--- src/nipu_pkg.sv ---
// Constants, types and register map of the nested interrupt priority unit
package nipu_pkg;

  // ------------------------------------------------------------------
  // Vector set
  // ------------------------------------------------------------------
  localparam int          NUM_VEC     = 14;
  localparam int          VEC_W       = 4;
  localparam int          TLI_VEC     = 0;
  localparam int          TB_VEC      = 1;
  localparam int          UNUSED_VEC  = 6;
  localparam int          SPI_VEC     = 7;
  localparam int          ART_VEC     = 13;
  localparam int          NUM_PRIO    = 4;
  localparam int          VEC_PER_REG = 4;

  // ------------------------------------------------------------------
  // Priority pair encodings {hi, lo}
  // ------------------------------------------------------------------
  localparam logic [1:0]  PAIR_L0     = 2'h2;
  localparam logic [1:0]  PAIR_L1     = 2'h1;
  localparam logic [1:0]  PAIR_L2     = 2'h0;
  localparam logic [1:0]  PAIR_L3     = 2'h3;
  localparam logic [2:0]  LVL_TOP     = 3'h4;
  localparam int          CC_HI_BIT   = 5;
  localparam int          CC_LO_BIT   = 3;

  // ------------------------------------------------------------------
  // Register map (byte addresses)
  // ------------------------------------------------------------------
  localparam int          AW          = 5;
  localparam logic [AW-1:0] ADDR_PRIO0  = 5'h00;
  localparam logic [AW-1:0] ADDR_PRIO1  = 5'h04;
  localparam logic [AW-1:0] ADDR_PRIO2  = 5'h08;
  localparam logic [AW-1:0] ADDR_PRIO3  = 5'h0C;
  localparam logic [AW-1:0] ADDR_STATUS = 5'h10;
  localparam logic [7:0]  PRIO_RST    = 8'hFF;
  localparam logic [7:0]  PRIO3_RO    = 8'hF0;

  // ------------------------------------------------------------------
  // Vector table
  // ------------------------------------------------------------------
  localparam logic [15:0] VEC_RESET   = 16'hFFFE;
  localparam logic [15:0] VEC_TRAP    = 16'hFFFC;
  localparam logic [15:0] VEC_BASE    = 16'hFFFA;
  localparam logic [13:0] WAKE_FIXED  = 14'h003F;

  // ------------------------------------------------------------------
  // Types
  // ------------------------------------------------------------------
  typedef struct packed {
    logic       irq_enable_instr;
    logic       sim;
    logic       halt;
    logic       wait_for_irq_instr;
    logic       trap;
    logic       irq_return_instr;
    logic       pop_condition_codes;
    logic [7:0] cc_val;
  } nipu_cpu_evt_s;

  typedef enum logic [1:0] {
    BUS_WAIT = 2'h1,
    BUS_DONE = 2'h2
  } nipu_bus_e;

endpackage

--- src/nipu_top.sv ---
// Nested interrupt priority unit: priority registers, arbitration, level tracking
//
// Register access over Avalon-MM and the register offsets are this design's own decisions.
`timescale 1ns/100ps

// Functional notes
// RULE_01: Interrupt entry loads current priority bits from the serviced vector's pair.
// RULE_02: Pair codes: level0=10, level1=01, level2=00, level3=11 (all maskables off).
// RULE_03: Top-level interrupt, trap and reset still preempt level 3 code.
// RULE_04: Priority registers read/write; upper nibble of fourth is read-only ones.
// RULE_05: All priority registers reset to all ones.
// RULE_06: Vector x pair sits in register x/4 at bits 2*(x mod 4)+1:+0.
// RULE_07: Top-level interrupt pair is stored but ignored by arbitration.
// RULE_08: Writing pattern 10 into a pair leaves that pair unchanged.
// RULE_09: Servicing top-level interrupt, reset or trap sets priority bits to 11.
// RULE_10: Raised priority of a pending in-service vector causes re-entry.
// RULE_11: Enable, halt, wait load 10; disable and trap load 11.
// RULE_12: Interrupt return restores the stacked current priority bits.
// RULE_13: Jump flags report priority equal to 11 and different from 11.
// RULE_14: Priority instructions inside routines change level until next such event.
// RULE_15: Vector table: reset FFFE, trap FFFC, maskables descending to FFE0.
// RULE_16: Fixed hardware priority falls with vector number.
// RULE_17: Reset, top-level, time base, four port vectors wake; SPI only slave.
// RULE_18: Timer wakes only on external clock; flash active halt wakes on time base.
// RULE_19: Highest software level wins, ties go to fixed hardware order.
// RULE_20: Maskable request serviced only if enabled and above current level.
// RULE_21: Entry happens after the CPU finishes its instruction and stacks registers.
// RULE_22: Current priority comes up as 11 after reset.
// RULE_23: Level comparison is strict so equal levels never nest.
module nipu_top
  import nipu_pkg::*;
#(
  parameter int N_VEC        = NUM_VEC,
  parameter bit FLASH_DEVICE = 1'b1
) (
  input  wire logic                ref_clk_in,            // CPU clock
  input  wire logic                rst_b_in,              // Async reset, active low
  input  wire logic [AW-1:0]       avs_address_in,        // Register byte address
  input  wire logic                avs_read_in,           // Read request
  input  wire logic                avs_write_in,          // Write request
  input  wire logic [31:0]         avs_writedata_in,      // Write data
  input  wire logic [3:0]          avs_byteenable_in,     // Byte lanes
  output logic      [31:0]         avs_readdata_out,      // Read data
  output logic                     avs_waitrequest_out,   // Slave stall
  input  wire logic [N_VEC-1:0]    irq_req_in,            // Latched source flags
  input  wire logic [N_VEC-1:0]    irq_en_in,             // Source enables
  input  wire nipu_cpu_evt_s       cpu_evt_in,            // Instruction events
  input  wire logic                irq_entry_in,          // CPU entered routine
  input  wire logic                halt_mode_in,          // Core in halt
  input  wire logic                active_halt_in,        // Halt is active halt
  input  wire logic                spi_slave_in,          // SPI in slave mode
  input  wire logic                art_ext_clk_in,        // Timer externally clocked
  output logic                     irq_req_out,           // Request to core
  output logic      [VEC_W-1:0]    irq_vec_out,           // Requested vector
  output logic      [15:0]         irq_addr_out,          // Requested vector address
  output logic      [N_VEC-1:0]    irq_ack_out,           // Entry acknowledge pulse
  output logic      [15:0]         svc_addr_out,          // Routine being entered
  output logic                     wake_out,              // Halt exit request
  output logic                     cur_prio_hi_out,       // Current priority hi
  output logic                     cur_prio_lo_out,       // Current priority lo
  output logic                     jump_if_masked_out,    // Level is 3
  output logic                     jump_if_unmasked_out   // Level below 3
);

  // ------------------------------------------------------------------
  // Elaboration check
  // ------------------------------------------------------------------
  if (N_VEC != NUM_VEC) begin : g_chk
    $error("nipu_top supports exactly fourteen maskable vectors");
  end

  // ------------------------------------------------------------------
  // Functions
  // ------------------------------------------------------------------
  function automatic logic [1:0] pair2lvl(input logic [1:0] p);
    case (p)
      PAIR_L0: pair2lvl = 2'h0;
      PAIR_L1: pair2lvl = 2'h1;
      PAIR_L2: pair2lvl = 2'h2;
      default: pair2lvl = 2'h3;
    endcase
  endfunction

  function automatic logic [15:0] vec_addr(input logic [VEC_W-1:0] v);
    vec_addr = VEC_BASE - {11'h000, v, 1'b0}; // RULE_15
  endfunction

  function automatic logic [7:0] merge_prio(input logic [7:0] old_v,
                                            input logic [7:0] new_v);
    merge_prio = old_v;
    for (int k = 0; k < VEC_PER_REG; k++) begin
      if (new_v[2*k +: 2] != PAIR_L0) begin // RULE_08
        merge_prio[2*k +: 2] = new_v[2*k +: 2];
      end
    end
  endfunction

  // ------------------------------------------------------------------
  // Declarations
  // ------------------------------------------------------------------
  logic [7:0]              prio_ff [NUM_PRIO];
  logic [2*N_VEC-1:0]      prio_flat;
  logic [1:0]              cc_pair_ff;
  logic [1:0]              nxt_cc_pair;
  nipu_bus_e               bus_st_ff;
  logic                    bus_req;
  logic                    bus_done;
  logic [31:0]             nxt_rdata;
  logic [N_VEC-1:0]        wake_mask;
  logic [N_VEC-1:0]        cand;
  logic                    best_vld;
  logic [VEC_W-1:0]        best_idx;
  logic [2:0]              best_lvl;
  logic [1:0]              best_pair;
  logic [1:0]              irq_pair_ff;
  logic                    entry_ok;

  // ------------------------------------------------------------------
  // Avalon-MM slave: one wait cycle, then done
  // ------------------------------------------------------------------
  assign bus_req  = avs_read_in | avs_write_in;
  assign bus_done = bus_req & (bus_st_ff == BUS_DONE);

  always_ff @(posedge ref_clk_in or negedge rst_b_in) begin
    if (!rst_b_in) begin
      bus_st_ff           <= BUS_WAIT;
      avs_waitrequest_out <= 1'b1;
    end else begin
      case (bus_st_ff)
        BUS_WAIT: begin
          if (bus_req) begin
            bus_st_ff           <= BUS_DONE;
            avs_waitrequest_out <= 1'b0;
          end
        end
        BUS_DONE: begin
          bus_st_ff           <= BUS_WAIT;
          avs_waitrequest_out <= 1'b1;
        end
        default: begin
          bus_st_ff           <= BUS_WAIT;
          avs_waitrequest_out <= 1'b1;
        end
      endcase
    end
  end

  always_comb begin
    nxt_rdata = 32'h0000_0000;
    case (avs_address_in)
      ADDR_PRIO0:  nxt_rdata[7:0] = prio_ff[0];
      ADDR_PRIO1:  nxt_rdata[7:0] = prio_ff[1];
      ADDR_PRIO2:  nxt_rdata[7:0] = prio_ff[2];
      ADDR_PRIO3:  nxt_rdata[7:0] = prio_ff[3] | PRIO3_RO; // RULE_04
      ADDR_STATUS: begin
        nxt_rdata[1:0]  = cc_pair_ff;
        nxt_rdata[3:2]  = pair2lvl(cc_pair_ff);
        nxt_rdata[7:4]  = irq_vec_out;
        nxt_rdata[8]    = irq_req_out;
        nxt_rdata[9]    = wake_out;
      end
      default:     nxt_rdata = 32'h0000_0000;
    endcase
  end

  always_ff @(posedge ref_clk_in or negedge rst_b_in) begin
    if (!rst_b_in) begin
      avs_readdata_out <= 32'h0000_0000;
    end else if (avs_read_in && bus_st_ff == BUS_WAIT) begin
      avs_readdata_out <= nxt_rdata;
    end
  end

  // ------------------------------------------------------------------
  // Priority registers
  // ------------------------------------------------------------------
  for (genvar r = 0; r < NUM_PRIO; r++) begin : g_prio
    always_ff @(posedge ref_clk_in or negedge rst_b_in) begin
      if (!rst_b_in) begin
        prio_ff[r] <= PRIO_RST; // RULE_05
      end else if (bus_done && avs_write_in && avs_byteenable_in[0] &&
                   avs_address_in == AW'(4 * r)) begin
        prio_ff[r] <= merge_prio(prio_ff[r], avs_writedata_in[7:0]); // RULE_04
      end
    end
  end

  // Vector x pair at flat bit 2x
  assign prio_flat = {prio_ff[3][3:0], prio_ff[2], prio_ff[1], prio_ff[0]}; // RULE_06

  // ------------------------------------------------------------------
  // Halt wake eligibility
  // ------------------------------------------------------------------
  always_comb begin
    wake_mask          = WAKE_FIXED; // RULE_17
    wake_mask[SPI_VEC] = spi_slave_in; // RULE_17
    wake_mask[ART_VEC] = art_ext_clk_in; // RULE_18
    if (FLASH_DEVICE && active_halt_in) begin
      wake_mask         = '0; // RULE_18
      wake_mask[TB_VEC] = 1'b1;
    end
  end

  // ------------------------------------------------------------------
  // Arbitration
  // ------------------------------------------------------------------
  always_comb begin
    cand             = irq_req_in & irq_en_in; // RULE_20
    cand[UNUSED_VEC] = 1'b0; // RULE_15
    if (halt_mode_in) begin
      cand = cand & wake_mask;
    end
  end

  always_comb begin
    logic [1:0] lvl;
    lvl       = 2'h0;
    best_vld  = 1'b0;
    best_idx  = '0;
    best_lvl  = 3'h0;
    best_pair = PAIR_L3;
    // Downward scan with >= keeps the lowest index on ties
    for (int v = N_VEC - 1; v > TLI_VEC; v--) begin
      lvl = pair2lvl(prio_flat[2*v +: 2]); // RULE_02
      if (cand[v] && lvl > pair2lvl(cc_pair_ff) && // RULE_23 RULE_10
          (!best_vld || {1'b0, lvl} >= best_lvl)) begin // RULE_19 RULE_16
        best_vld  = 1'b1;
        best_idx  = VEC_W'(v);
        best_lvl  = {1'b0, lvl};
        best_pair = prio_flat[2*v +: 2];
      end
    end
    // Top-level vector outranks all; its stored pair is ignored
    if (cand[TLI_VEC]) begin // RULE_03 RULE_07
      best_vld  = 1'b1;
      best_idx  = VEC_W'(TLI_VEC);
      best_lvl  = LVL_TOP;
      best_pair = PAIR_L3; // RULE_09
    end
  end

  always_ff @(posedge ref_clk_in or negedge rst_b_in) begin
    if (!rst_b_in) begin
      irq_req_out  <= 1'b0;
      irq_vec_out  <= '0;
      irq_addr_out <= VEC_BASE;
      irq_pair_ff  <= PAIR_L3;
      wake_out     <= 1'b0;
    end else begin
      irq_req_out  <= best_vld;
      irq_vec_out  <= best_idx;
      irq_addr_out <= vec_addr(best_idx); // RULE_15
      irq_pair_ff  <= best_pair;
      wake_out     <= |(irq_req_in & irq_en_in & wake_mask); // RULE_17
    end
  end

  // ------------------------------------------------------------------
  // Entry acknowledge and routine address
  // ------------------------------------------------------------------
  assign entry_ok = irq_entry_in & irq_req_out; // RULE_21

  always_ff @(posedge ref_clk_in or negedge rst_b_in) begin
    if (!rst_b_in) begin
      irq_ack_out  <= '0;
      svc_addr_out <= VEC_RESET; // RULE_15
    end else begin
      irq_ack_out <= '0;
      if (entry_ok) begin
        irq_ack_out[irq_vec_out] <= 1'b1;
        svc_addr_out             <= irq_addr_out;
      end else if (cpu_evt_in.trap) begin
        svc_addr_out <= VEC_TRAP; // RULE_15
      end
    end
  end

  // ------------------------------------------------------------------
  // Current priority bits
  // ------------------------------------------------------------------
  always_comb begin
    nxt_cc_pair = cc_pair_ff;
    if (entry_ok) begin
      nxt_cc_pair = irq_pair_ff; // RULE_01 RULE_09
    end else if (cpu_evt_in.trap || cpu_evt_in.sim) begin
      nxt_cc_pair = PAIR_L3; // RULE_11 RULE_09 RULE_14
    end else if (cpu_evt_in.irq_return_instr || cpu_evt_in.pop_condition_codes) begin
      nxt_cc_pair = {cpu_evt_in.cc_val[CC_HI_BIT],
                     cpu_evt_in.cc_val[CC_LO_BIT]}; // RULE_12 RULE_14
    end else if (cpu_evt_in.irq_enable_instr || cpu_evt_in.halt || cpu_evt_in.wait_for_irq_instr) begin
      nxt_cc_pair = PAIR_L0; // RULE_11 RULE_14
    end
  end

  always_ff @(posedge ref_clk_in or negedge rst_b_in) begin
    if (!rst_b_in) begin
      cc_pair_ff           <= PAIR_L3; // RULE_22
      jump_if_masked_out   <= 1'b1;
      jump_if_unmasked_out <= 1'b0;
    end else begin
      cc_pair_ff           <= nxt_cc_pair;
      jump_if_masked_out   <= (nxt_cc_pair == PAIR_L3); // RULE_13
      jump_if_unmasked_out <= (nxt_cc_pair != PAIR_L3); // RULE_13
    end
  end

  assign cur_prio_hi_out = cc_pair_ff[1];
  assign cur_prio_lo_out = cc_pair_ff[0];

endmodule

--- config.mk ---
export PLATFORM = sky130hd
export DESIGN_NAME = nipu_top
export DESIGN_NICKNAME = d
export VERILOG_FILES = /design/src/nipu_pkg.sv /design/src/nipu_top.sv
export SDC_FILE = /design/constraint.sdc
export NUM_CORES = 1
export LEC_CHECK = 0
export ABC_AREA = 0
export BUFFER_PORTS_ARGS = -buffer_cell sky130_fd_sc_hd__buf_2
export CAP_MARGIN = 0
export CORE_MARGIN = 3
export CORE_UTILIZATION = 45
export CTS_CLUSTER_SIZE = 40
export DETAILED_ROUTE_END_ITERATION = 8
export PLACE_DENSITY = 0.72
export SETUP_SLACK_MARGIN = 0.05
export SYNTH_ARGS = -nofsm -noshare
export SYNTH_HDL_FRONTEND = slang
export SYNTH_SLANG_ARGS = --single-unit
--- constraint.sdc ---
create_clock -name ref_clk_in -period 15.9 [get_ports ref_clk_in]
set_input_delay 1.59 -clock ref_clk_in [delete_from_list [all_inputs] [get_ports ref_clk_in]]
set_output_delay 1.59 -clock ref_clk_in [all_outputs]
set_load 0.02 [all_outputs]
==> run_results.csv, run 1 <==
group,metric,value,unit
setup_path,r2r-end,"irq_addr_out[4]",
detailed_routing,routed_wl,15300,µm
power,peakVddDrop,49.9,µV
timing,hold_viol_final,0,
power,comb_power_share,42.3,%
power,total_power,0.775,mW
finish,final_cell_mix,"buf_2, nand2_1, ha_1, nor2_1, a21oi_1",
synthesis,netlist.area_leader.share,19.2,%
run,maxCapViolCount,0,
timing,setup_violations,0,
clock_tree,cts_hold_buf,0,
timing,min_period,15120,ps
finish,nFillCells,1188,
clock_tree,cts_made_buffers,9,
grt,grt_antenna_before_repair,0,
clock_tree,clkSinkCount,75,
synthesis,synth_edf_count,0,
setup_path,worstSetupEndpointType,"flip-flop",
finish,drive_gt1_share,30.5,%
synthesis,syn_inst,671,
clock_tree,clock_latency,330,ps
grt,grt_max_degree,76,
grt,grt_use_total,20.3,%
timing,maxSlewHeadroom,29.0,%
timing,fin_tns_setup,0,ps
setup_path,r2r-start,"cc_pair_ff[1]",
setup_path,worstPathArrival,15380,ps
timing,worstMarginPinSlew,1060,ps
clock_tree,htree_num_levels,3,
grt,overflow,0,
die,num_rows,41,
setup_path,worstSetupPathType,"input port to flip-flop",
hold_path,min_path_type,"flip-flop to flip-flop",
place,place_area,6610,µm²
timing,whs,482,ps
finish,register_area,1930,µm²
die,die_w,120,µm
setup_path,cp_max_fo,7,
place,portBuffers,102,
hold_path,min_from,"prio_ff[20]",
synthesis,yosys.area.top_type,"dfstp_2",
place,gp_congestion,0.908,
finish,layout_commonest_cell,"buf_2",
power,internal_power,0.472,mW
power,swShare,39.1,%
run_status,status,"finished, final reports clean",
setup_path,crit_top_cell,"ha_1",
finish,areaGrowthSynthToFinish,18.9,%
setup_path,slowest_delay,420,ps
finish,nets,967,
finish,final_cell_area,7010,µm²
detailed_routing,dr.pass1.iters,4,
synthesis,ys_ff_latch,75,
clock_tree,clk_pin_slew,60,ps
setup_path,cp_slowest_cell,"or3_1",
finish,post-route-util,55.1,%
setup_path,ff2ff_path_depth,76,
die,die_area,14500,µm²
detailed_routing,antenna_left,0,
die,coreArea,12700,µm²
hold_path,hold_end,"prio_ff[20]",
die,start_util,46.4,%
timing,finalCritPeriodShare,95.1,%
detailed_routing,drc,0,
die,io_pins,182,
finish,diodes,0,
detailed_routing,vias_per_cell,5.31,
synthesis,synth_area,5900,µm²
timing,achievable-frequency,66.1,MHz
place,place.detailed.hpwl,12200,µm
synthesis,ys.flop_type,"dfstp_2",
hold_path,hold_depth,2,
detailed_routing,drt-initial-drc-count,282,
die,die_h,120,µm
timing,report.final.slew_viol_count,0,
finish,multiInputGateArea,3650,µm²
clock_tree,cts_buffer_depth,2,
synthesis,synthTopCellsByArea,"dfstp_2, ha_1, dfrtp_1",
clock_tree,cts_root_buf,"clkbuf_16",
clock_tree,cts_tree,"built",
grt,grt_pass1_vias,4782,
setup_path,r2r_slack,810,ps
timing,clock-skew-final,7.22,ps
power,leakage,3.54,nW
detailed_routing,detail_route.wl_per_cell,15.6,µm
power,p_per_area,110,nW/µm²
synthesis,ys_seq_area_share,32.7,%
synthesis,syn_area_per_cell,8.79,µm²
setup_path,worstSetupStartpointType,"input port",
synthesis,ys_warn_count,0,
detailed_routing,vias,5218,
grt,grt_first_pass_wirelength,23900,µm
setup_path,worst_ep_required_time,16160,ps
power,p_seq_share,33.1,%
power,clkPwrFrac,24.7,%
synthesis,synthArstFlopShare,100,%
synthesis,ys_types,74,
power,p_switching,0.303,mW
==> routing by layer <==
layer | up-vias | GRT usage [%] | part of all wire, %
li1 | 2573 | - | -
met1 | 2411 | 28.8 | 46
met2 | 212 | 33.1 | 46
met3 | 22 | 2.81 | 7.0
met4 | 0 | 4.75 | 1.6
met5 | - | 0 | 0
==> state kept, by name (all words and copies together) (netlist names) <==
signal,cells
prio_ff,28
irq_ack_out,14
avs_readdata_out,10
svc_addr_out,5
irq_addr_out,4
irq_vec_out,4
bus_st_ff,2
cc_pair_ff,2
irq_pair_ff,2
irq_req_out,1
jump_if_masked_out,1
jump_if_unmasked_out,1
wake_out,1
==> logic make-up (layout without fill, tap and decap cells) <==
group / count (synthesis) / in the layout / synth area share, %
and+or+nand+nor: 245 / 245 / 20.4
buffers and inverters: 99 / 195 / 9.36
DFF: 75 / 75 / 32.7
muxes: 9 / 9 / 2.48
other: 2 / 45 / 0.127
AOI/OAI and AO/OA: 171 / 171 / 20.1
adders and majority gates: 69 / 69 / 14.6
xor gates and xnor gates: 1 / 1 / 0.149
==> stage by stage <==
stage | cells | worst slack, ps
after floorplan | 714 | 793
after global placement | 960 | 325
after detailed placement | 960 | 136
after CTS | 976 | 435
after global routing | 982 | -78.9
final | 982 | 780
==> worst max-delay path: cells and delay by family <==
| family | cells | cell delay (ps) |
|---|---|---|
| and+or+nand+nor | 25 | 4080 |
| muxes | 2 | 640 |
| AOI/OAI and AO/OA | 29 | 5230 |
| buffers and inverters | 5 | 570 |
| adders and majority gates | 12 | 3110 |
| xor gates and xnor gates | 1 | 130 |
==> cell type report <==
cell class / count / area share (%)
clock inverters: 7 / 0.821
clock buffers: 9 / 3.21
inverters: 42 / 2.25
multi-input cells: 540 / 52.1
well taps: 172 / 3.07
flip-flops and latches: 75 / 27.5
repair buffers: 137 / 11.0
==> what timing repair did <==
item / CTS / global route
setup endpoints to repair: 0 / 9
buffers inserted: 0 / 6
gates resized for setup: 0 / 15
==> synth_stat cells (all sizes together), types with 8 or more instances <==
master and n:
a211oi 9, a21oi 56, a22oi 8, buf 48, clkbuf 9, dfrtp 32
dfstp 43, ha 69, inv 42, nand2 74, nand2b 20, nand3 13
nor2 68, nor2b 10, nor3 16, o21ai 40, or2 10
==> power by group through the flow <==
stage / Clock (mW) / Combinational, mW / Sequential (mW)
after floorplan: 0 / 0.205 / 0.273
after global placement: 0 / 0.309 / 0.258
after detailed placement: 0 / 0.316 / 0.259
after CTS: 0.194 / 0.317 / 0.256
after global routing: 0.203 / 0.365 / 0.260
final: 0.191 / 0.328 / 0.256
==> how the worst max path moves through the flow <==
stage,from,end,slack (ps),depth (start not counted)
6_report,active_halt_in,irq_addr_out[4],780,74
2_1_floorplan,active_halt_in,irq_addr_out[4],790,72
4_1_cts,active_halt_in,irq_addr_out[4],430,75
3_5_place_dp,active_halt_in,irq_addr_out[4],140,75
3_3_place_gp,active_halt_in,irq_addr_out[4],320,75
5_1_grt,cc_pair_ff[1],irq_addr_out[4],-80,77
Note: power is estimated with default switching activity, not from simulation.
==> inputs of run 2 (changes only) <==
Settings changed: ABC_AREA 0 to 1, PLACE_DENSITY 0.72 to 0.73.
==> run_results.csv, run 2 <==
group,metric,value,unit
setup_path,crit_top_cell,"nand2_1",
clock_tree,htree_num_levels,3,
clock_tree,cts_made_buffers,9,
place,gp_congestion,0.862,
setup_path,worstPathArrival,13840,ps
grt,grt_antenna_before_repair,2,
finish,final_cell_mix,"nand2_1, inv_1, buf_2, nor2_1, ha_1",
power,leakage,3.69,nW
clock_tree,cts_hold_buf,0,
timing,min_period,13580,ps
timing,report.final.slew_viol_count,0,
synthesis,synth_area,5750,µm²
setup_path,cp_slowest_cell,"dfstp_2",
synthesis,yosys.area.top_type,"dfstp_2",
finish,nets,1004,
place,place_worst_setup_slack,2340,ps
clock_tree,cts_buffer_depth,2,
die,die_area,14200,µm²
setup_path,ff2ff_path_depth,93,
detailed_routing,routed_wl,13600,µm
place,portBuffers,102,
timing,maxSlewHeadroom,40.7,%
timing,hold_viol_final,0,
power,internal_power,0.480,mW
finish,areaGrowthSynthToFinish,14.4,%
synthesis,synthTopCellsByArea,"dfstp_2, ha_1, dfrtp_1",
detailed_routing,vias_per_cell,4.88,
setup_path,worstSetupPathType,"flip-flop to flip-flop",
place,place_area,6280,µm²
synthesis,ys_ff_latch,75,
synthesis,ys_warn_count,0,
timing,rsz0062_at_grt,"no",
power,p_switching,0.337,mW
timing,clock-skew-final,9.23,ps
die,die_h,119,µm
timing,achievable-frequency,73.6,MHz
clock_tree,clk_pin_slew,60,ps
setup_path,worstSetupEndpointType,"flip-flop",
place,place.detailed.hpwl,11000,µm
grt,overflow,0,
hold_path,hold_depth,2,
synthesis,netlist.area_leader.share,19.7,%
detailed_routing,detail_route.wl_per_cell,13.4,µm
grt,grt_first_pass_wirelength,21800,µm
synthesis,synth_edf_count,0,
die,die_w,119,µm
synthesis,syn_inst,734,
finish,top_regs,"prio_ff (28), irq_ack_out (14), avs_readdata_out (10)",
die,num_rows,40,
power,p_per_area,124,nW/µm²
run_status,status,"finished, final reports clean",
grt,grt_use_total,19.0,%
synthesis,synthArstFlopShare,100,%
die,io_pins,182,
power,peakVddDrop,59.5,µV
power,p_seq_share,32.2,%
power,swShare,41.2,%
setup_path,slowest_delay,740,ps
detailed_routing,vias,4961,
timing,finalCritPeriodShare,85.4,%
run,maxCapViolCount,0,
power,clkPwrFrac,24.3,%
clock_tree,clock_latency,340,ps
finish,regMostFlops,"prio_ff",
synthesis,ys_seq_area_share,33.6,%
power,comb_power_share,43.5,%
timing,setup_violations,0,
synthesis,syn_area_per_cell,7.83,µm²
timing,whs,472,ps
clock_tree,post_cts_buffers,0,
clock_tree,ctsResizeCount,0,
timing,post-route-worst-setup-slack,2320,ps
synthesis,ys_top_cells_by_count,"nand2_1, inv_1, ha_1, nor2_1, buf_4",
setup_path,worstSetupStartpointType,"flip-flop",
clock_tree,clkSinkCount,75,
detailed_routing,antenna_left,0,
synthesis,ys.flop_type,"dfstp_2",
timing,worstMarginPinSlew,867,ps
synthesis,synth.most_common_cell,"nand2_1",
detailed_routing,drc,0,
timing,fin_tns_setup,0,ps
setup_path,worst_ep_required_time,16160,ps
die,coreArea,12300,µm²
clock_tree,cts_root_buf,"clkbuf_16",
finish,largest_reg_flops,28,
die,start_util,46.9,%
finish,layout_commonest_cell,"nand2_1",
grt,grt_pass1_vias,4425,
synthesis,ys_types,46,
finish,final_cell_area,6580,µm²
finish,drive_gt1_share,24.8,%
grt,grt_max_degree,76,
detailed_routing,dr.pass1.iters,5,
hold_path,min_path_type,"flip-flop to flip-flop",
clock_tree,cts_tree,"built",
detailed_routing,drt-initial-drc-count,297,
setup_path,cp_max_fo,13,
run 2: cell count changes in the layout (fill, tap and decap cells not counted), sizes merged, moves of 17 or more:
cell    change
inv        +70
nand2b     -20
buf        -34
nand3      +28
a21oi      -17
nand2      +80
run 2: worst max-delay path, delay by kind of cell, from the launching register on:
| family | cells | cell delay (ps) |
|---|---|---|
| DFF | 1 | 740 |
| adders and majority gates | 14 | 3720 |
| AOI/OAI and AO/OA | 23 | 3070 |
| buffers and inverters | 11 | 1110 |
| and+or+nand+nor | 45 | 4820 |
run 2: layout make-up:
cell class / count / area (µm²)
fillers: 1173 / 5690
multi-input cells: 538 / 3190
flip-flops and latches: 75 / 1930
repair buffers: 103 / 518
inverters: 115 / 432
clock buffers: 10 / 229
well taps: 168 / 210
clock inverters: 6 / 65.1
diodes: 1 / 2.50
run 2: kinds of logic (layout without fill, tap and decap cells):
| logic type | after synthesis | in the layout | synth area share (%) |
|---|---|---|---|
| compound gates | 131 | 131 | 13.8 |
| fa+ha+maj | 69 | 69 | 15.0 |
| buf+inv | 164 | 234 | 13.7 |
| flops | 75 | 75 | 33.6 |
| other cells | 2 | 46 | 0.131 |
| simple gates | 293 | 293 | 23.7 |
run 2: layer usage:
metal / part of all wire, % / up-vias / wire length (µm) / global-route usage (%)
li1: - / 2548 / - / -
met1: 48 / 2234 / 6530 / 27.7
met2: 45 / 169 / 6080 / 29.8
met3: 6.7 / 10 / 909 / 2.75
met4: 0.85 / 0 / 116 / 4.13
met5: 0 / - / 0 / 0
run 2: power by group through the flow:
stage                     registers [mW]  logic (mW)  clock network [mW]
after floorplan                    0.295       0.236                   0
after global placement             0.266       0.347                   0
after detailed placement           0.266       0.355                   0
after CTS                          0.264       0.357               0.200
after global routing               0.268       0.408               0.208
final                              0.263       0.355               0.199
run 2: final timing paths:
| check | startpoint | end | slack, ps |
|---|---|---|---|
| worst max-delay path | cc_pair_ff[0] | irq_addr_out[4] | 2320 |
| worst min-delay path | avs_readdata_out[9] | avs_readdata_out[9] | 470 |
| worst max register to register | cc_pair_ff[0] | irq_addr_out[4] | 2320 |
| worst min register to register | avs_readdata_out[9] | avs_readdata_out[9] | 470 |
| max in group asynchronous | rst_b_in | avs_readdata_out[8] | 13860 |
| min in group asynchronous | rst_b_in | irq_ack_out[0] | 1460 |
run 2: metrics by stage:
step	utilization, %	power, mW	std cells
6_report	53.6	0.817	1016
5_1_grt	53.6	0.885	1016
4_1_cts	53.6	0.821	1015
3_5_place_dp	51.2	0.621	999
3_3_place_gp	51.2	0.613	999
2_1_floorplan	-	0.530	777
